[src/rtl/sie_cfg_consts.vh]
/*
 constants for the usb configuration, transfer-status and endpoint control block.
 assumes an apb slave at byte addresses below; included by bare name.
*/
// Summary of operation
// - config bit 3 set disables the on-chip transceiver; resets to 0.
// - config bit 2 selects full speed when 1, low speed when 0.
// - config bit 4 enables pull-up, only while module_enable is high and the transceiver is active.
// - enabled pull-up goes to D+ at full speed, D- at low speed.
// - config bits 1-0 select ping-pong usage; 00 disables it everywhere.
// - config bit 7 drives J-K repeating (K-J at full speed) while set and module_enable is high.
// - transfer status reads the head of a four-entry completion fifo.
// - transfer status is valid only while the completion flag is set.
// - clearing the flag pops the fifo; flag returns within 6 cycles if more.
// - host request while fifo is full is answered with NAK.
// - status bits 6-3 endpoint, 2 direction, 1 bank; bits 7 and 0 zero.
// - sixteen identical endpoint registers; bits 7-5 read 0; reset 0.
// - endpoint bit 4 enables handshakes; clear suppresses them.
// - endpoint bit 3 clear permits SETUP; set blocks control, keeps IN/OUT.
// - endpoint bit 2 enables OUT, bit 1 enables IN.
// - endpoint bit 0 stall set by engine on STALL, held until cleared.
// - stall bit acts only while the endpoint is enabled.
`ifndef SIE_CFG_CONSTS_VH
`define SIE_CFG_CONSTS_VH
// ****************************************
// register map
// ****************************************
`define A_CONFIG      12'h000
`define A_STATUS      12'h004
`define A_FLAG        12'h008
`define A_EP_BASE     12'h040
`define A_EP_LAST     12'h07C
// ****************************************
// fields
// ****************************************
`define CF_EYE        7
`define CF_PULLUP     4
`define CF_XCVR_DIS   3
`define CF_FULL_SPEED 2
`define CF_PP_HI      1
`define CF_PP_LO      0
`define CF_WMASK      8'h9F
`define EP_HSHK       4
`define EP_SETUP_DIS  3
`define EP_OUT_EN     2
`define EP_IN_EN      1
`define EP_STALL      0
`define EP_WMASK      5'h1F
`define PP_NONE       2'h0
`define PP_EP0_OUT    2'h1
`define PP_ALL        2'h2
`define PP_EP1_15     2'h3
`define PID_OUT       2'h0
`define PID_IN        2'h1
`define PID_SETUP     2'h2
`define HS_ACK        2'h0
`define HS_NAK        2'h1
`define HS_STALL      2'h2
`define HS_NONE       2'h3
`define REARM_NS      30
`endif

[src/rtl/sie_cfg_ep_ctrl.v]
/*
 configuration, transfer-status and endpoint control of a usb serial engine.
 assumes an apb master on pclk and a packet engine offering token and
 completion strobes synchronous to pclk.
*/
`timescale 1ns/1ps
`default_nettype none
`include "sie_cfg_consts.vh"
module sie_cfg_ep_ctrl
#(
   parameter CLK_MHZ = 200,
   parameter NUM_EP  = 16,
   parameter FDEPTH  = 2
)
(
   input  wire        pclk,
   input  wire        presetn,
   input  wire        psel,
   input  wire        penable,
   input  wire        pwrite,
   input  wire [11:0] paddr,
   input  wire [31:0] pwdata,
   output reg  [31:0] prdata,
   output reg         pready,
   output reg         pslverr,
   input  wire        module_enable,
   input  wire        tok_valid,
   input  wire [3:0]  tok_ep,
   input  wire [1:0]  tok_pid,
   input  wire        stall_issued,
   input  wire [3:0]  stall_ep,
   input  wire        xfer_done,
   input  wire [3:0]  xfer_ep,
   input  wire        xfer_in,
   input  wire        xfer_bank,
   output reg         hs_valid,
   output reg  [1:0]  hs_code,
   output reg         tok_accept,
   output reg         xcvr_enable,
   output reg         full_speed,
   output reg         pullup_dp,
   output reg         pullup_dm,
   output reg  [15:0] pingpong_ep_out,
   output reg  [15:0] pingpong_ep_in,
   output reg         eye_active,
   output reg         eye_dp,
   output reg         eye_dm,
   output reg         transfer_complete_flag
);
   // rearm delay rounded up, never below two cycles
   localparam integer REARM_RAW = (`REARM_NS * CLK_MHZ + 999) / 1000;
   localparam integer REARM_MIN = (REARM_RAW < 2) ? 2 : REARM_RAW;
   localparam [7:0]   REARM_CYC = REARM_MIN[7:0];
   localparam [1:0] FS_IDLE = 2'h0;
   localparam [1:0] FS_WAIT = 2'h1;
   localparam [1:0] FS_FLAG = 2'h2;
   // ****************************************
   // registers
   // ****************************************
   reg  [7:0]  cfg_r;
   reg  [4:0]  ep_r [0:NUM_EP-1];
   reg  [1:0]  fstate_r;
   reg  [7:0]  wait_r;
   reg         eye_ph_r;
   reg         pop;
   reg  [4:0]  tok_cfg;
   reg         tok_allow;
   wire [5:0]  head;
   wire        ff_full;
   wire        ff_empty;
   wire        wr_acc;
   wire        rd_acc;
   wire        mapped;
   wire        is_ep;
   wire [3:0]  ep_idx;
   wire        xcvr_on;
   function ep_enabled;
      input [4:0] c;
      begin
         ep_enabled = c[`EP_OUT_EN] | c[`EP_IN_EN];
      end
   endfunction
   assign wr_acc = psel && penable && pwrite;
   assign rd_acc = psel && !penable && !pwrite;
   assign is_ep  = (paddr >= `A_EP_BASE) && (paddr <= `A_EP_LAST) && (paddr[1:0] == 2'h0);
   assign ep_idx = paddr[5:2];
   assign mapped = is_ep || paddr == `A_CONFIG || paddr == `A_STATUS || paddr == `A_FLAG;
   assign xcvr_on = !cfg_r[`CF_XCVR_DIS];
   // ****************************************
   // apb slave, no wait states
   // ****************************************
   always @(posedge pclk or negedge presetn)
   begin
      if (!presetn)
      begin
         pready  <= 1'b0;
         pslverr <= 1'b0;
         prdata  <= 32'h0;
      end
      else
      begin
         pready  <= psel && !penable;
         pslverr <= psel && !penable && !mapped;
         prdata  <= 32'h0;
         if (rd_acc)
         begin
            if (paddr == `A_CONFIG)
               prdata <= {24'h0, cfg_r & `CF_WMASK};
            else if (paddr == `A_STATUS && transfer_complete_flag)
               prdata <= {24'h0, 1'b0, head, 1'b0};
            else if (paddr == `A_FLAG)
               prdata <= {31'h0, transfer_complete_flag};
            else if (is_ep)
               prdata <= {27'h0, ep_r[ep_idx]};
         end
      end
   end
   always @(posedge pclk or negedge presetn)
   begin
      if (!presetn)
         cfg_r <= 8'h00;
      else if (wr_acc && pready && paddr == `A_CONFIG)
         cfg_r <= pwdata[7:0] & `CF_WMASK;
   end
   // ****************************************
   // endpoint control registers
   // ****************************************
   genvar g;
   generate
      for (g = 0; g < NUM_EP; g = g + 1)
      begin : ep_gen
         always @(posedge pclk or negedge presetn)
         begin
            if (!presetn)
               ep_r[g] <= 5'h00;
            else
            begin
               if (wr_acc && pready && is_ep && ep_idx == g)
                  ep_r[g] <= pwdata[4:0] & `EP_WMASK;
               if (stall_issued && stall_ep == g)
                  ep_r[g][`EP_STALL] <= 1'b1;
            end
         end
      end
   endgenerate
   // ****************************************
   // token screening and handshake
   // ****************************************
   always @*
   begin
      tok_cfg = ep_r[tok_ep];
      case (tok_pid)
         `PID_OUT:   tok_allow = tok_cfg[`EP_OUT_EN];
         `PID_IN:    tok_allow = tok_cfg[`EP_IN_EN];
         `PID_SETUP: tok_allow = !tok_cfg[`EP_SETUP_DIS] && ep_enabled(tok_cfg);
         default:    tok_allow = 1'b0;
      endcase
   end
   // ****************************************
   // handshake registers
   // ****************************************
   always @(posedge pclk or negedge presetn)
   begin
      if (!presetn)
      begin
         hs_valid   <= 1'b0;
         hs_code    <= `HS_NONE;
         tok_accept <= 1'b0;
      end
      else
      begin
         hs_valid   <= tok_valid && tok_allow && tok_cfg[`EP_HSHK];
         tok_accept <= tok_valid && tok_allow && !ff_full && !tok_cfg[`EP_STALL];
         if (ep_enabled(tok_cfg) && tok_cfg[`EP_STALL])
            hs_code <= `HS_STALL;
         else if (ff_full)
            hs_code <= `HS_NAK;
         else
            hs_code <= `HS_ACK;
      end
   end
   // ****************************************
   // status fifo and completion flag
   // ****************************************
   status_fifo #(.W(6), .AW(FDEPTH)) u_fifo
   (
      .clk   (pclk),
      .rst_n (presetn),
      .push  (xfer_done),
      .din   ({xfer_ep, xfer_in, xfer_bank}),
      .pop   (pop),
      .head_r(head),
      .full  (ff_full),
      .empty (ff_empty)
   );
   always @(posedge pclk or negedge presetn)
   begin
      if (!presetn)
      begin
         fstate_r               <= FS_IDLE;
         wait_r                 <= 8'h00;
         pop                    <= 1'b0;
         transfer_complete_flag <= 1'b0;
      end
      else
      begin
         pop <= 1'b0;
         case (fstate_r)
            FS_IDLE:
               if (!ff_empty)
               begin
                  fstate_r <= FS_WAIT;
                  wait_r   <= 8'h01;
               end
            FS_WAIT:
               if (wait_r == 8'h0)
               begin
                  fstate_r               <= FS_FLAG;
                  transfer_complete_flag <= 1'b1;
               end
               else
                  wait_r <= wait_r - 8'h01;
            FS_FLAG:
               if (wr_acc && pready && paddr == `A_FLAG && pwdata[0])
               begin
                  transfer_complete_flag <= 1'b0;
                  pop                    <= 1'b1;
                  fstate_r               <= FS_WAIT;
                  wait_r                 <= REARM_CYC - 8'h02;
               end
            default:
               fstate_r <= FS_IDLE;
         endcase
         if (fstate_r == FS_WAIT && wait_r == 8'h0 && ff_empty)
         begin
            fstate_r               <= FS_IDLE;
            transfer_complete_flag <= 1'b0;
         end
      end
   end
   // ****************************************
   // transceiver, pull-up, ping-pong, eye test
   // ****************************************
   always @(posedge pclk or negedge presetn)
   begin
      if (!presetn)
      begin
         xcvr_enable     <= 1'b0;
         full_speed      <= 1'b0;
         pullup_dp       <= 1'b0;
         pullup_dm       <= 1'b0;
         pingpong_ep_out <= 16'h0000;
         pingpong_ep_in  <= 16'h0000;
         eye_active      <= 1'b0;
         eye_dp          <= 1'b0;
         eye_dm          <= 1'b0;
         eye_ph_r        <= 1'b0;
      end
      else
      begin
         xcvr_enable <= xcvr_on;
         full_speed  <= cfg_r[`CF_FULL_SPEED];
         pullup_dp   <= module_enable && xcvr_on && cfg_r[`CF_PULLUP]
                        && cfg_r[`CF_FULL_SPEED];
         pullup_dm   <= module_enable && xcvr_on && cfg_r[`CF_PULLUP]
                        && !cfg_r[`CF_FULL_SPEED];
         case (cfg_r[`CF_PP_HI:`CF_PP_LO])
            `PP_NONE:
            begin
               pingpong_ep_out <= 16'h0000;
               pingpong_ep_in  <= 16'h0000;
            end
            `PP_EP0_OUT:
            begin
               pingpong_ep_out <= 16'h0001;
               pingpong_ep_in  <= 16'h0000;
            end
            `PP_ALL:
            begin
               pingpong_ep_out <= 16'hFFFF;
               pingpong_ep_in  <= 16'hFFFF;
            end
            default:
            begin
               pingpong_ep_out <= 16'hFFFE;
               pingpong_ep_in  <= 16'hFFFE;
            end
         endcase
         eye_active <= cfg_r[`CF_EYE] && module_enable;
         if (cfg_r[`CF_EYE] && module_enable)
         begin
            eye_ph_r <= !eye_ph_r;
            eye_dp   <= eye_ph_r ^ cfg_r[`CF_FULL_SPEED] ^ 1'b1;
            eye_dm   <= eye_ph_r ^ cfg_r[`CF_FULL_SPEED];
         end
         else
         begin
            eye_ph_r <= 1'b0;
            eye_dp   <= 1'b0;
            eye_dm   <= 1'b0;
         end
      end
   end
endmodule
`default_nettype wire

[src/rtl/status_fifo.v]
/*
 four-entry completion status fifo with registered head output.
 assumes push is ignored when full and pop when empty.
*/
`timescale 1ns/1ps
`default_nettype none
module status_fifo
#(
   parameter W  = 6,
   parameter AW = 2
)
(
   input  wire          clk,
   input  wire          rst_n,
   input  wire          push,
   input  wire [W-1:0]  din,
   input  wire          pop,
   output reg  [W-1:0]  head_r,
   output wire          full,
   output wire          empty
);
   reg [W-1:0]  mem [0:(1<<AW)-1];
   reg [AW:0]   wp_r;
   reg [AW:0]   rp_r;
   wire         do_push;
   wire         do_pop;
   wire [AW:0]  rp_nxt;
   assign full    = (wp_r[AW] != rp_r[AW]) && (wp_r[AW-1:0] == rp_r[AW-1:0]);
   assign empty   = (wp_r == rp_r);
   assign do_push = push && !full;
   assign do_pop  = pop && !empty;
   assign rp_nxt  = do_pop ? rp_r + 1'b1 : rp_r;
   always @(posedge clk)
   begin
      if (do_push)
         mem[wp_r[AW-1:0]] <= din;
   end
   always @(posedge clk or negedge rst_n)
   begin
      if (!rst_n)
      begin
         wp_r   <= {(AW+1){1'b0}};
         rp_r   <= {(AW+1){1'b0}};
         head_r <= {W{1'b0}};
      end
      else
      begin
         if (do_push)
            wp_r <= wp_r + 1'b1;
         rp_r <= rp_nxt;
         if (do_push && (wp_r[AW-1:0] == rp_nxt[AW-1:0]))
            head_r <= din;
         else
            head_r <= mem[rp_nxt[AW-1:0]];
      end
   end
endmodule
`default_nettype wire

[config.mk]
export PLATFORM = sky130hd
export DESIGN_NAME = sie_cfg_ep_ctrl
export DESIGN_NICKNAME = d
export VERILOG_FILES = /design/src/rtl/sie_cfg_ep_ctrl.v /design/src/rtl/status_fifo.v
export VERILOG_INCLUDE_DIRS = /design/src /design/src/rtl
export SDC_FILE = /design/constraint.sdc
export NUM_CORES = 1
export LEC_CHECK = 0
export BUFFER_PORTS_ARGS = -buffer_cell sky130_fd_sc_hd__clkbuf_2
export CAP_MARGIN = 10
export CORE_MARGIN = 3
export CORE_UTILIZATION = 38
export CTS_CLUSTER_SIZE = 25
export DETAILED_ROUTE_END_ITERATION = 7
export RECOVER_POWER = 25
export SETUP_SLACK_MARGIN = 0.05
export SLEW_MARGIN = 20
export SYNTH_ARGS = -nofsm -noshare
export SYNTH_HDL_FRONTEND = slang
export SYNTH_HIERARCHICAL = 1
export SYNTH_SLANG_ARGS = --single-unit
[constraint.sdc]
create_clock -name pclk -period 2.9 [get_ports pclk]
set_input_delay 0.58 -clock pclk [delete_from_list [all_inputs] [get_ports pclk]]
set_output_delay 0.58 -clock pclk [all_outputs]
set_load 0.01 [all_outputs]
==> impl_metrics.json <==
{
  "drt_first_pass_iters": 4,
  "synth_area_leaders": "dfrtp_1 38%, mux2_2 10%, mux4_2 9.9%",
  "critical_path_class": "reg -> reg",
  "hpwl_um": 14400,
  "worst_skew_pair.late_latency_ns": 0.42,
  "synth_top_cell_by_area": "dfrtp_1",
  "cp.required_ns": 3.19,
  "r2r_setup_slack_ns": 0.66,
  "gp_congestion": 0.791,
  "cts_hold_buffers": 0,
  "syn_area_per_cell_sq_um": 12.8,
  "antenna_cells": 0,
  "start_kind": "register",
  "root_buffer": "clkbuf_16",
  "synth_flop_cell": "dfrtp_1",
  "violations": "capacitance limit, slew limit",
  "start_util": 0.392,
  "cts_num_sinks": 159,
  "fillers": 2033,
  "pwr_density_cell_mw_per_mm2": 656,
  "synth_seq_area_share": 0.473,
  "core_area_sq_mm": 0.0221,
  "cts_resized": 0,
  "crit_fanout": 10,
  "num_vias": 5572,
  "max_stage_delay_ns": 0.43,
  "status": "finished with violations",
  "clockBufferDepth": 2,
  "viasPerCell": 5.35,
  "cp.arrival_ns": 2.53,
  "routed_wl_um": 19700,
  "wl_per_cell_um": 18.9,
  "drc": 0,
  "finish.net_count": 831,
  "drive_above_1_share": 0.371,
  "grt_pass1_wl_um": 31200,
  "num_io_pins": 147,
  "synth.distinct_cells": 65,
  "yosys_warnings": 6,
  "slowest_stage": "dfrtp_1",
  "p_sw_w": 0.00188,
  "post-route-util": 0.442,
  "tritoncts": "done",
  "dieArea_sq_mm": 0.0247,
  "seqPwrFrac": 0.414,
  "core.rowCount": 54,
  "reg2regPathDepth": 5,
  "worst_pin_slew_ns": 1.60,
  "dieWidth_um": 157,
  "synth-edff-count": 24,
  "finalSetupViolCount": 0,
  "internal_power_w": 0.00453,
  "async_flop_share": 0.849,
  "drtIter0Drc": 224,
  "end_kind": "register",
  "cts_setup_buffers": 0,
  "whs_ns": 0.341,
  "leakage_nw": 4.51,
  "p_comb_frac": 0.214,
  "min_period_over_period": 0.773,
  "clkSlewWorstSetupHoldPaths_ns": 0.06,
  "final_common_cell": "dfrtp_1",
  "final-hold-violation-count": 0,
  "htree_levels": 4,
  "synth_seq_cells": 159,
  "syn-instance-count": 675,
  "io_buffers": 96,
  "die_h_um": 157,
  "crit_end": "wait_r[6]",
  "cap_violations": 1,
  "syn_area_sq_mm": 0.00867,
  "r2r_start": "wait_r[2]",
  "clockPowerShare": 0.372,
  "numCtsBuffers": 17,
  "fin_crit_ns": 2.24,
  "max_slew_margin": -0.0663,
  "fin_worst_skew_ns": 0.0113,
  "area.growth.synth_to_final_pct": 12.7,
  "grt_max_degree": 60,
  "grt.overflow.total": 0,
  "ant_nets": 0,
  "grtUsageTotal": 0.164,
  "antenna_found_initial": 0,
  "setup-tns-final_ns": 0,
  "ir_drop_v": 0.000370,
  "rsz0062_at_grt": "false",
  "max_freq_mhz": 446,
  "hold_class": "in -> reg",
  "final_cell_mix": "133 x dfrtp_1, 89 x clkbuf_2, 77 x mux2_2, 38 x mux4_2, 33 x mux2i_1",
  "slew_viol_final": 60,
  "crit_chain": "or3_4, nor4_2, a221o_1, or2_1, o21ai_0",
  "crit_start": "wait_r[2]",
  "grt_pass1_vias": 5554,
  "swShare": 0.293,
  "yosysTopAreaCellShare": 0.384,
  "timing.rr.end": "wait_r[6]"
}
layout make-up:
class,instances,area (sq um),share of cell area
Multi-Input combinational cell,434,3990,0.408
Clock inverter,13,186,0.0191
Sequential cell,159,4100,0.420
Tap cell,280,350,0.0359
Clock buffer,19,433,0.0443
Inverter,16,60.1,0.00615
Timing Repair Buffer,120,648,0.0663
cell usage after synthesis (3+ instances only):
master	n
a21oi_1	10
xnor2_1	3
mux4_2	38
and3_1	8
a31oi_1	8
or3_1	3
nand2b_1	14
ha_1	14
nor3_1	6
a22oi_1	15
inv_1	16
and2_1	6
buf_1	3
nand4_1	3
buf_4	60
o21ai_0	26
nand3_1	4
mux2i_1	33
nand2_1	24
o31ai_1	9
mux2_1	5
nor2_1	28
and4_1	3
or2_2	3
a2bb2oi_1	4
dfrtp_1	133
nor2b_1	9
clkbuf_1	12
buf_2	10
o22ai_1	8
edfxtp_1	24
buf_6	4
mux2_2	77
mux2_4	7
nand3b_1	8
power groups by stage:
stage	registers, W	logic, W	clock network (W)
after CTS	0.00266	0.00139	0.00241
after floorplan	0.00267	0.00108	0
after detailed placement	0.00270	0.00139	0
after global placement	0.00269	0.00137	0
after global routing	0.00268	0.00154	0.00252
final	0.00265	0.00137	0.00238
cells by family (layout without fill, tap and decap cells):
logic type	count (synthesis)	after routing	synth area share
AND/OR/NAND/NOR	135	135	0.0920
adder cells (fa/ha/maj)	14	14	0.0202
flip-flops	159	159	0.473
AO/OA/AOI/OAI	93	93	0.0716
buffers and inverters	105	168	0.0764
other	1	24	0.000433
multiplexers	160	160	0.256
XOR/XNOR	8	8	0.0107
worst max-delay path, delay by kind of cell (launching register included):
| family | cells | cell delay [ns] |
|---|---|---|
| AND/OR/NAND/NOR | 3 | 1.11 |
| AO/OA/AOI/OAI | 2 | 0.57 |
| flip-flops | 1 | 0.43 |
flip-flops by register name (all words and copies together) (netlist names), 2 cells and up:
name / count
u_fifo/mem: 24
pingpong_ep_out: 2
u_fifo/head_r: 6
fstate_r: 2
wait_r: 8
hs_code: 2
u_fifo/rp_r: 3
cfg_r: 6
u_fifo/wp_r: 3
ep_r: 80
prdata: 8
stage by stage:
step / worst slack [ns] / power (W) / cell area [sq um] / std cells
2_1_floorplan: 0.727 / 0.00375 / 8750 / 698
3_3_place_gp: 0.354 / 0.00406 / 9170 / 1009
3_5_place_dp: 0.344 / 0.00408 / 9170 / 1009
4_1_cts: 0.625 / 0.00646 / 9790 / 1041
5_1_grt: 0.491 / 0.00674 / 9770 / 1041
6_report: 0.658 / 0.00641 / 9770 / 1041
routing by layer:
layer  track usage  share of wire  up-vias
met5             0              0        -
met4        0.0479          0.014        0
met3        0.0366          0.063       22
met2         0.255           0.47      188
met1         0.232           0.45     2796
li1              -              -     2566
how the worst min path moves through the flow:
stage,slack [ns],start,cells past startpoint,end
after floorplan,0.28,presetn,0,cfg_r[0]
after global placement,0.43,eye_ph_r,1,eye_ph_r
after detailed placement,0.44,eye_ph_r,1,eye_ph_r
after CTS,0.15,presetn,1,ep_r[38]
after global routing,0.33,pwrite,2,prdata[0]
final,0.34,pwrite,2,prdata[0]
Note: power is estimated with default switching activity, not from simulation.
